File: src/hdl/ssp_pkg.sv
// Purpose: shared constants and carriers for the self-test, strap status
//          and pulldown register slice
// Assumes: 8-bit register words addressed by 8-bit offsets
// Notes:   register port is a simple synchronous read/write strobe port
package ssp_pkg;
    // register offsets
    localparam logic [7:0] SSP_SELFTEST_OFS = 8'hB3;
    localparam logic [7:0] SSP_STRAP_OFS = 8'hB8;
    localparam logic [7:0] SSP_PULLDOWN_OFS = 8'hBE;
    // remote serializer clock source register offset
    localparam logic [7:0] SSP_REMOTE_CLK_OFS = 8'h14;
    // selftest control field positions
    localparam int SSP_EN_BIT = 0;
    localparam int SSP_CLKSEL_LO = 1;
    localparam int SSP_CFGPIN_BIT = 3;
    // strap status field positions
    localparam int SSP_MODE_LO = 0;
    localparam int SSP_MODE_DONE_BIT = 3;
    localparam int SSP_IDX_LO = 4;
    localparam int SSP_INDEX_STRAP_LATCHED_BIT = 7;
    // reset values
    localparam logic [7:0] SSP_SELFTEST_RST = 8'h08;
    localparam logic [7:0] SSP_PULLDOWN_RST = 8'h00;
    localparam logic [2:0] SSP_PULLDOWN_MASK = 3'h7;
    // cycles the strap decoder is given after reset release
    localparam int SSP_STRAP_SETTLE_CYC = 16;

    // register access request
    typedef struct packed {
        logic wr;
        logic rd;
        logic [7:0] addr;
        logic [7:0] wdata;
    } ssp_req_type;

    // back-channel write toward the remote serializer
    typedef struct packed {
        logic valid;
        logic [7:0] addr;
        logic [7:0] data;
    } ssp_remote_wr_type;
endpackage : ssp_pkg

File: src/hdl/ssp_strap_latch.sv
// Purpose: captures one 3-bit strap decode once after reset release
// Assumes: decoded strap value is steady during the settle window
// Notes:   value holds until the next reset
`timescale 1ns/10ps
module ssp_strap_latch
    import ssp_pkg::*;
#(
    parameter int SETTLE = SSP_STRAP_SETTLE_CYC
)
(
    input wire logic mclk_in,
    input wire logic rst_n_in,
    input wire logic [2:0] decode_in,
    output logic [2:0] value_out,
    output logic done_out
);
    // settle counter, runs only until capture
    logic [7:0] cnt_r;

    // capture after settle; later reads cannot disturb the value
    always_ff @(posedge mclk_in or negedge rst_n_in)
    begin
        if (!rst_n_in)
        begin
            cnt_r <= 8'h00;
            value_out <= 3'h0;
            done_out <= 1'b0;
        end
        else if (!done_out)
        begin
            if (cnt_r == 8'(SETTLE - 1))
            begin
                value_out <= decode_in;
                done_out <= 1'b1;
            end
            else
            begin
                cnt_r <= cnt_r + 8'h01;
            end
        end
    end
endmodule : ssp_strap_latch

File: src/hdl/ssp_regs.sv
// Purpose: self-test control tail, strap decode status and pin pulldown
//          control registers
// Assumes: register port strobes are one cycle wide and synchronous
// Notes:   read data is registered, one cycle after the read strobe;
//          strap status reads zero until the settle window has run;
//          the self-test byte is kept whole, so bits 7:4 read back
`timescale 1ns/10ps
module ssp_regs
    import ssp_pkg::*;
#(
    parameter int NPINS = 3,
    parameter int SETTLE = SSP_STRAP_SETTLE_CYC
)
(
    input wire logic mclk_in,
    input wire logic rst_n_in,
    input wire ssp_req_type req_in,
    input wire logic [2:0] index_strap_decode_in,
    input wire logic [2:0] mode_strap_decode_in,
    input wire logic strap_selftest_enable_in,
    input wire logic [1:0] strap_clock_select_in,
    input wire logic [NPINS-1:0] pin_output_mode_in,
    output logic [7:0] rdata_out,
    output logic selftest_active_out,
    output logic [1:0] selftest_clock_out,
    output ssp_remote_wr_type remote_wr_out,
    output logic [NPINS-1:0] pulldown_on_out
);
    // stored self-test control byte
    // bit 3 resets high, so the straps steer self-test after power-up
    logic [7:0] selftest_r;
    // pulldown disable bits
    // sized by NPINS; more than eight pins would need a second register
    logic [NPINS-1:0] pin_pulldown_control_r;
    // latched strap values and done flags
    logic [2:0] index_strap_value;
    logic [2:0] mode_strap_value;
    logic index_strap_latched;
    logic mode_strap_latched;
    // effective enable and select, picked by config source
    logic eff_en;
    logic [1:0] eff_sel;
    // previous effective enable, for rising edge
    // resets low, so an enable already set by strap forwards once
    logic eff_en_r;
    // next read word, chosen by address
    logic [7:0] rdata_nxt;

    // both straps share one settle time, so their done flags rise together
    // the counter inside stops once done, so it cannot wrap and recapture
    // index strap capture
    ssp_strap_latch #(.SETTLE(SETTLE)) u_index
    (
        .mclk_in(mclk_in),
        .rst_n_in(rst_n_in),
        .decode_in(index_strap_decode_in),
        .value_out(index_strap_value),
        .done_out(index_strap_latched)
    );

    // mode strap capture
    ssp_strap_latch #(.SETTLE(SETTLE)) u_mode
    (
        .mclk_in(mclk_in),
        .rst_n_in(rst_n_in),
        .decode_in(mode_strap_decode_in),
        .value_out(mode_strap_value),
        .done_out(mode_strap_latched)
    );

    // self-test control writes
    // the whole byte is kept; only bits 3:0 steer logic in this slice
    always_ff @(posedge mclk_in or negedge rst_n_in)
    begin
        if (!rst_n_in)
        begin
            selftest_r <= SSP_SELFTEST_RST;
        end
        else if (req_in.wr && req_in.addr == SSP_SELFTEST_OFS)
        begin
            selftest_r <= req_in.wdata;
        end
    end

    // pulldown control writes; reserved bits are not stored
    // dropping bits 7:3 here keeps them reading zero without a mask
    always_ff @(posedge mclk_in or negedge rst_n_in)
    begin
        if (!rst_n_in)
        begin
            // every automatic pulldown starts enabled
            pin_pulldown_control_r <= NPINS'(SSP_PULLDOWN_RST);
        end
        else if (req_in.wr && req_in.addr == SSP_PULLDOWN_OFS)
        begin
            pin_pulldown_control_r <= req_in.wdata[NPINS-1:0];
        end
    end

    // source select between register fields and strap pins
    // flipping the source while enabled can raise eff_en and forward
    always_comb
    begin
        if (selftest_r[SSP_CFGPIN_BIT])
        begin
            // strap pins steer self-test
            eff_en = strap_selftest_enable_in;
            eff_sel = strap_clock_select_in;
        end
        else
        begin
            // register fields steer self-test
            eff_en = selftest_r[SSP_EN_BIT];
            eff_sel = selftest_r[SSP_CLKSEL_LO +: 2];
        end
    end

    // self-test outputs and forwarding to remote serializer
    // a select change while enabled is not sent again; toggle the
    // enable to resend, which keeps the back channel quiet otherwise
    always_ff @(posedge mclk_in or negedge rst_n_in)
    begin
        if (!rst_n_in)
        begin
            // self-test off and nothing forwarded while in reset
            eff_en_r <= 1'b0;
            selftest_active_out <= 1'b0;
            selftest_clock_out <= 2'h0;
            remote_wr_out <= '0;
        end
        else
        begin
            // edge memory; a level that stays high forwards only once
            eff_en_r <= eff_en;
            selftest_active_out <= eff_en;
            selftest_clock_out <= eff_sel;
            // forward on enable; value 3 is not blocked
            remote_wr_out.valid <= eff_en && !eff_en_r;
            remote_wr_out.addr <= SSP_REMOTE_CLK_OFS;
            remote_wr_out.data <= {6'h00, eff_sel};
        end
    end

    // pulldown drive per pin
    // output pins never pull down, whatever their disable bit says
    always_ff @(posedge mclk_in or negedge rst_n_in)
    begin
        if (!rst_n_in)
        begin
            // no pulldown until the first edge after reset
            pulldown_on_out <= '0;
        end
        else
        begin
            pulldown_on_out <= ~pin_output_mode_in & ~pin_pulldown_control_r;
        end
    end

    // read mux; reads change no state
    // offsets are distinct; the default catches every unmapped one
    always_comb
    begin
        // zero word unless an offset below says otherwise
        rdata_nxt = 8'h00;
        unique case (req_in.addr)
            // self-test byte reads back as written
            SSP_SELFTEST_OFS:
                rdata_nxt = selftest_r;
            SSP_STRAP_OFS:
            begin
                rdata_nxt[SSP_INDEX_STRAP_LATCHED_BIT] = index_strap_latched;
                rdata_nxt[SSP_IDX_LO +: 3] = index_strap_value;
                rdata_nxt[SSP_MODE_DONE_BIT] = mode_strap_latched;
                rdata_nxt[SSP_MODE_LO +: 3] = mode_strap_value;
            end
            // reserved bits 7:3 stay zero from the line above
            SSP_PULLDOWN_OFS:
                rdata_nxt[NPINS-1:0] = pin_pulldown_control_r;
            // unmapped offsets read zero
            default:
                rdata_nxt = 8'h00;
        endcase
    end

    // registered read data
    // only a read strobe loads the word; it holds until the next read,
    // so a slow master may sample it late
    always_ff @(posedge mclk_in or negedge rst_n_in)
    begin
        if (!rst_n_in)
        begin
            rdata_out <= 8'h00;
        end
        else if (req_in.rd)
        begin
            rdata_out <= rdata_nxt;
        end
    end
endmodule : ssp_regs

File: config.mk
export PLATFORM = sky130hd
export DESIGN_NAME = ssp_regs
export DESIGN_NICKNAME = d
export VERILOG_FILES = /design/src/hdl/ssp_pkg.sv /design/src/hdl/ssp_strap_latch.sv /design/src/hdl/ssp_regs.sv
export SDC_FILE = /design/constraint.sdc
export NUM_CORES = 1
export LEC_CHECK = 0
export ABC_AREA = 0
export BUFFER_PORTS_ARGS = -buffer_cell sky130_fd_sc_hd__buf_2
export CAP_MARGIN = 10
export CORE_MARGIN = 5
export CORE_UTILIZATION = 50
export CTS_BUF_LIST = sky130_fd_sc_hd__clkbuf_16
export DETAILED_ROUTE_END_ITERATION = 8
export GPL_TIMING_DRIVEN = 0
export PLACE_DENSITY_LB_ADDON = 0.12
export SLEW_MARGIN = 20
export SYNTH_ARGS = -nofsm -noshare
export SYNTH_HDL_FRONTEND = slang
export SYNTH_SLANG_ARGS = --single-unit
File: constraint.sdc
create_clock -name mclk_in -period 1.98 [get_ports mclk_in]
set_input_delay 0.198 -clock mclk_in [delete_from_list [all_inputs] [get_ports mclk_in]]
set_output_delay 0.198 -clock mclk_in [all_outputs]
set_load 0.1 [all_outputs]
==> impl_results.html <==
<table>
<tr><th>Metric</th><th>Value</th></tr>
<tr><th colspan="2">Status</th></tr>
<tr><td>Status</td><td>completed</td></tr>
<tr><th colspan="2">STA</th></tr>
<tr><td>Shortest period the worst path allows</td><td>1.74 ns</td></tr>
<tr><td>Clock tree skew after final layout</td><td>0.00700 ns</td></tr>
<tr><td>Max Clock Freq</td><td>575 MHz</td></tr>
<tr><td>Setup repair after global routing missed its margin</td><td>no</td></tr>
<tr><td>Final Cycle Share</td><td>0.879</td></tr>
<tr><td>Number of setup violations in the final report</td><td>0</td></tr>
<tr><td>Slew at the pin with the worst max-slew slack</td><td>0.835 ns</td></tr>
<tr><td>Final setup TNS</td><td>0 ns</td></tr>
<tr><td>Count of final max-slew check failures</td><td>0</td></tr>
<tr><td>Final Hold Fails</td><td>0</td></tr>
<tr><td>Slew HR</td><td>0.438</td></tr>
<tr><th colspan="2">Power and ir drop</th></tr>
<tr><td>Leakage power total</td><td>1.37 nW</td></tr>
<tr><td>Clock share of power</td><td>0.419</td></tr>
<tr><td>Part of the power in combinational logic</td><td>0.159</td></tr>
<tr><td>Switching power total</td><td>0.709 mW</td></tr>
<tr><td>Cell internal power dissipation</td><td>1.89 mW</td></tr>
<tr><td>Power per unit of standard cell area</td><td>918 mW/mm2</td></tr>
<tr><td>Fraction of power spent switching nets</td><td>0.273</td></tr>
<tr><td>Peak supply drop</td><td>635 uV</td></tr>
<tr><td>Sequential group share of total power</td><td>0.422</td></tr>
<tr><th colspan="2">Setup path</th></tr>
<tr><td>Delay-heaviest family, CP</td><td>compound AO/OA/AOI/OAI gates</td></tr>
<tr><td>Critical-path cell list</td><td>ha_1 -&gt; and3_1 -&gt; a21oi_1 -&gt; mux2_2</td></tr>
<tr><td>Worst-case register-to-register setup slack</td><td>0.24 ns</td></tr>
<tr><td>CP max stage cell</td><td>sky130_fd_sc_hd__a21oi_1</td></tr>
<tr><td>Worst setup startpoint</td><td>u_mode.cnt_r[0]$_DFFE_PN0P_</td></tr>
<tr><td>Kind of critical path</td><td>flip-flop to flip-flop</td></tr>
<tr><td>Launch instance of the worst register-to-register path</td><td>u_mode.cnt_r[0]$_DFFE_PN0P_</td></tr>
<tr><td>Critical path peak fanout</td><td>6</td></tr>
<tr><td>Worst reg-to-reg path cell count</td><td>4</td></tr>
<tr><td>Endpoint type of the worst setup path</td><td>flip-flop</td></tr>
<tr><td>CP Buf/Inv Count</td><td>0</td></tr>
<tr><td>Category of the worst setup path launch point</td><td>flip-flop</td></tr>
<tr><td>CP max stage delay</td><td>0.41 ns</td></tr>
<tr><td>Required time of the critical path</td><td>2.15 ns</td></tr>
<tr><td>Reg-to-Reg End</td><td>u_mode.cnt_r[1]$_DFFE_PN0P_</td></tr>
<tr><td>Worst endpoint data arrival time</td><td>1.91 ns</td></tr>
<tr><th colspan="2">Layout</th></tr>
<tr><td>Fillers</td><td>373</td></tr>
<tr><td>Footprint of the multi-input gates</td><td>891 um2</td></tr>
<tr><td>Core occupancy in the finished layout</td><td>0.645</td></tr>
<tr><td>Antenna cell count</td><td>0</td></tr>
<tr><td>Storage cell area</td><td>0.00128 mm2</td></tr>
<tr><td>Fraction of final layout cells sized beyond drive strength 1</td><td>0.388</td></tr>
<tr><td>Area Growth Syn to Fin</td><td>24.2%</td></tr>
<tr><td>Count of nets after finishing</td><td>288</td></tr>
<tr><th colspan="2">CTS</th></tr>
<tr><td>TritonCTS clock tree</td><td>built</td></tr>
<tr><td>Maximum clock insertion buffer count</td><td>2</td></tr>
<tr><td>Number of post-CTS setup repair buffers</td><td>0</td></tr>
<tr><td>TritonCTS buffer count</td><td>5</td></tr>
<tr><td>Clock tree root driver cell</td><td>sky130_fd_sc_hd__clkbuf_16</td></tr>
<tr><td>H-tree levels</td><td>2</td></tr>
<tr><td>Latest clock arrival within the worst-skew pair</td><td>0.28 ns</td></tr>
<tr><td>CTS clk-pin slew, worst paths</td><td>0.06 ns</td></tr>
<tr><td>Clock Sinks</td><td>51</td></tr>
<tr><th colspan="2">Global routing</th></tr>
<tr><td>Total routing resource utilization after global routing</td><td>0.150</td></tr>
<tr><td>Largest net degree at the start of global routing</td><td>52</td></tr>
<tr><td>Vias in the first global route</td><td>1553</td></tr>
<tr><td>Global-route wire length before repair</td><td>7240 um</td></tr>
<tr><td>Number of antenna violations at the first check in global routing</td><td>0</td></tr>
<tr><td>Total congestion overflow</td><td>0</td></tr>
<tr><th colspan="2">Route</th></tr>
<tr><td>Pre-antenna DRT Iters</td><td>4</td></tr>
<tr><td>Antenna Violating Nets Remaining</td><td>0</td></tr>
<tr><td>Violation count after the first detailed-routing iteration</td><td>84</td></tr>
<tr><td>Routed wire length per instance</td><td>13.9 um</td></tr>
<tr><td>DRC</td><td>0</td></tr>
<tr><td>Final WL</td><td>4270 um</td></tr>
<tr><td>Detailed-route vias per instance</td><td>5.12</td></tr>
<tr><td>Via count of the routed design</td><td>1571</td></tr>
<tr><th colspan="2">Hold path</th></tr>
<tr><td>Path class of the lowest-slack min-delay path</td><td>input port to flip-flop</td></tr>
<tr><td>End point of the most critical hold path</td><td>pulldown_on_out[2]$_DFF_PN0_</td></tr>
<tr><td>Cell depth of the worst min-delay path</td><td>2</td></tr>
<tr><td>Hold Crit Start</td><td>pin_output_mode_in[2]</td></tr>
<tr><th colspan="2">Floorplanning</th></tr>
<tr><td>Initial Util</td><td>0.519</td></tr>
<tr><td>Total die area</td><td>0.00600 mm2</td></tr>
<tr><td>Height of the die</td><td>77.5 um</td></tr>
<tr><td>Number of placement rows</td><td>24</td></tr>
<tr><td>Placeable core region</td><td>0.00438 mm2</td></tr>
<tr><td>Die Width</td><td>77.5 um</td></tr>
<tr><td>Ports placed on the boundary</td><td>63</td></tr>
<tr><th colspan="2">Job</th></tr>
<tr><td># Max-Cap Violations</td><td>0</td></tr>
<tr><th colspan="2">Yosys</th></tr>
<tr><td>Syn_area_per_cell</td><td>12.2 um2</td></tr>
<tr><td>Synthesized instance count</td><td>187</td></tr>
<tr><td>Yosys warns</td><td>0</td></tr>
<tr><td>Post-synthesis instance area</td><td>0.00228 mm2</td></tr>
<tr><td>Post-synthesis sequential area ratio</td><td>0.561</td></tr>
<tr><td>Flip-flop and latch count after synthesis</td><td>51</td></tr>
<tr><td>Synth unique cells</td><td>34</td></tr>
<tr><th colspan="2">Place</th></tr>
<tr><td>HPWL after detailed placement</td><td>3150 um</td></tr>
<tr><td>RePlAce Congestion</td><td>0.817</td></tr>
<tr><td>Port bufs</td><td>48</td></tr>
</table>
==> layer usage <==
layer,vias to the layer above,GRT usage,part of all wire,wire [um]
met5,-,0,0,0
met4,0,0.0464,0.012,52
met3,4,0.0498,0.087,371
met2,53,0.238,0.47,2010
met1,758,0.195,0.43,1840
li1,756,-,-,-
==> final cells by class <==
type	instances	area share
clock inverters	3	0.0239
repair buffers	49	0.0894
well taps	52	0.0230
plain buffers	18	0.0447
multi-input cells	123	0.315
inverters	6	0.00796
flip-flops and latches	51	0.452
clock buffers	5	0.0442
==> per-stage QoR <==
step | worst slack [ns] | hold slack (ns) | instances | power, mW | cell area, um2
6_report | 0.240 | 0.0488 | 307 | 2.60 | 2830
5_1_grt | 0.0902 | 0.0432 | 307 | 2.69 | 2830
4_1_cts | 0.227 | 0.0412 | 306 | 2.62 | 2820
3_5_place_dp | 0.244 | 0.345 | 298 | 1.53 | 2620
3_3_place_gp | 0.242 | 0.344 | 298 | 1.52 | 2620
2_1_floorplan | 0.383 | -0.0976 | 198 | 1.44 | 2320
==> kinds of logic after synthesis <==
| logic type | Yosys count | share of synthesized area |
|---|---|---|
| compound gates | 22 | 0.0643 |
| xor+xnor | 14 | 0.0539 |
| fa+ha+maj | 2 | 0.0110 |
| buf+inv | 24 | 0.0654 |
| flops | 51 | 0.561 |
| mux | 22 | 0.109 |
| other cells | 2 | 0.00330 |
| simple gates | 50 | 0.132 |
==> Yosys cell counts <==
cell,number,share of area
sky130_fd_sc_hd__a21oi_1,7,0.015
sky130_fd_sc_hd__and2_1,2,0.0055
sky130_fd_sc_hd__dfrtp_1,50,0.55
sky130_fd_sc_hd__dfstp_2,1,0.012
sky130_fd_sc_hd__o22ai_1,3,0.0082
sky130_fd_sc_hd__nand2_4,1,0.0049
sky130_fd_sc_hd__clkbuf_1,1,0.0016
sky130_fd_sc_hd__xnor2_1,9,0.035
sky130_fd_sc_hd__nand4b_4,1,0.010
sky130_fd_sc_hd__nand4_1,2,0.0055
sky130_fd_sc_hd__nor4_4,1,0.0093
sky130_fd_sc_hd__and3_1,5,0.014
sky130_fd_sc_hd__a31oi_1,1,0.0028
sky130_fd_sc_hd__nand4bb_1,1,0.0049
sky130_fd_sc_hd__nand2_1,9,0.015
sky130_fd_sc_hd__a22oi_1,7,0.023
sky130_fd_sc_hd__nand4b_1,1,0.0038
sky130_fd_sc_hd__nor2_1,13,0.021
sky130_fd_sc_hd__o311ai_0,1,0.0038
sky130_fd_sc_hd__nand3_1,3,0.0066
sky130_fd_sc_hd__mux2_2,22,0.11
sky130_fd_sc_hd__nor3_1,2,0.0044
sky130_fd_sc_hd__and4b_1,1,0.0044
sky130_fd_sc_hd__ha_1,2,0.011
sky130_fd_sc_hd__nor4_1,3,0.0082
sky130_fd_sc_hd__a22o_1,2,0.0077
sky130_fd_sc_hd__nor2b_1,4,0.011
sky130_fd_sc_hd__nand2b_1,1,0.0028
sky130_fd_sc_hd__a211oi_1,1,0.0033
sky130_fd_sc_hd__inv_1,6,0.0099
sky130_fd_sc_hd__buf_4,15,0.049
sky130_fd_sc_hd__xor2_1,5,0.019
sky130_fd_sc_hd__conb_1,2,0.0033
sky130_fd_sc_hd__buf_2,2,0.0044
==> power groups by stage <==
stage	combinational, mW	sequential (mW)	clock, mW
global placement	0.410	1.11	0
floorplan	0.201	1.24	0
finish	0.414	1.09	1.09
global route	0.435	1.10	1.16
detailed placement	0.413	1.11	0
CTS	0.414	1.10	1.11
==> placed cells by master, fill, tap and decap left out, types with 7 or more instances in the layout <==
cell type and instances:
sky130_fd_sc_hd__dfrtp_1 50, sky130_fd_sc_hd__a21oi_1 7, sky130_fd_sc_hd__buf_4 16, sky130_fd_sc_hd__nand2_1 9
sky130_fd_sc_hd__nor2_1 13, sky130_fd_sc_hd__conb_1 13, sky130_fd_sc_hd__mux2_2 22, sky130_fd_sc_hd__a22oi_1 7
sky130_fd_sc_hd__xnor2_1 9, sky130_fd_sc_hd__buf_2 49
==> registers in the layout (all words and copies together), names as in the netlist <==
signal and flops:
u_index.done_out 1, u_mode.cnt_r 8, pulldown_on_out 3, u_mode.value_out 3
eff_en_r 1, remote_wr_out 4, rdata_out 8, u_mode.done_out 1
u_index.cnt_r 8, pin_pulldown_control_r 3, u_index.value_out 3, selftest_r 8
==> timing repair <==
action                                 in CTS  in global routing
endpoints found under the hold margin       0                 23
gates resized for setup                     0                  0
hold buffers                                0                  1
==> how the worst max path moves through the flow <==
| stage | end | cells after the start |
|---|---|---|
| 3_3_place_gp | u_mode.cnt_r[1]$_DFFE_PN0P_ | 4 |
| 3_5_place_dp | u_mode.cnt_r[1]$_DFFE_PN0P_ | 4 |
| 4_1_cts | u_mode.cnt_r[1]$_DFFE_PN0P_ | 4 |
| 2_1_floorplan | u_mode.cnt_r[1]$_DFFE_PN0P_ | 4 |
| 5_1_grt | u_mode.cnt_r[3]$_DFFE_PN0P_ | 5 |
| 6_report | u_mode.cnt_r[1]$_DFFE_PN0P_ | 4 |
No activity file was read; power rests on OpenSTA's default activity.
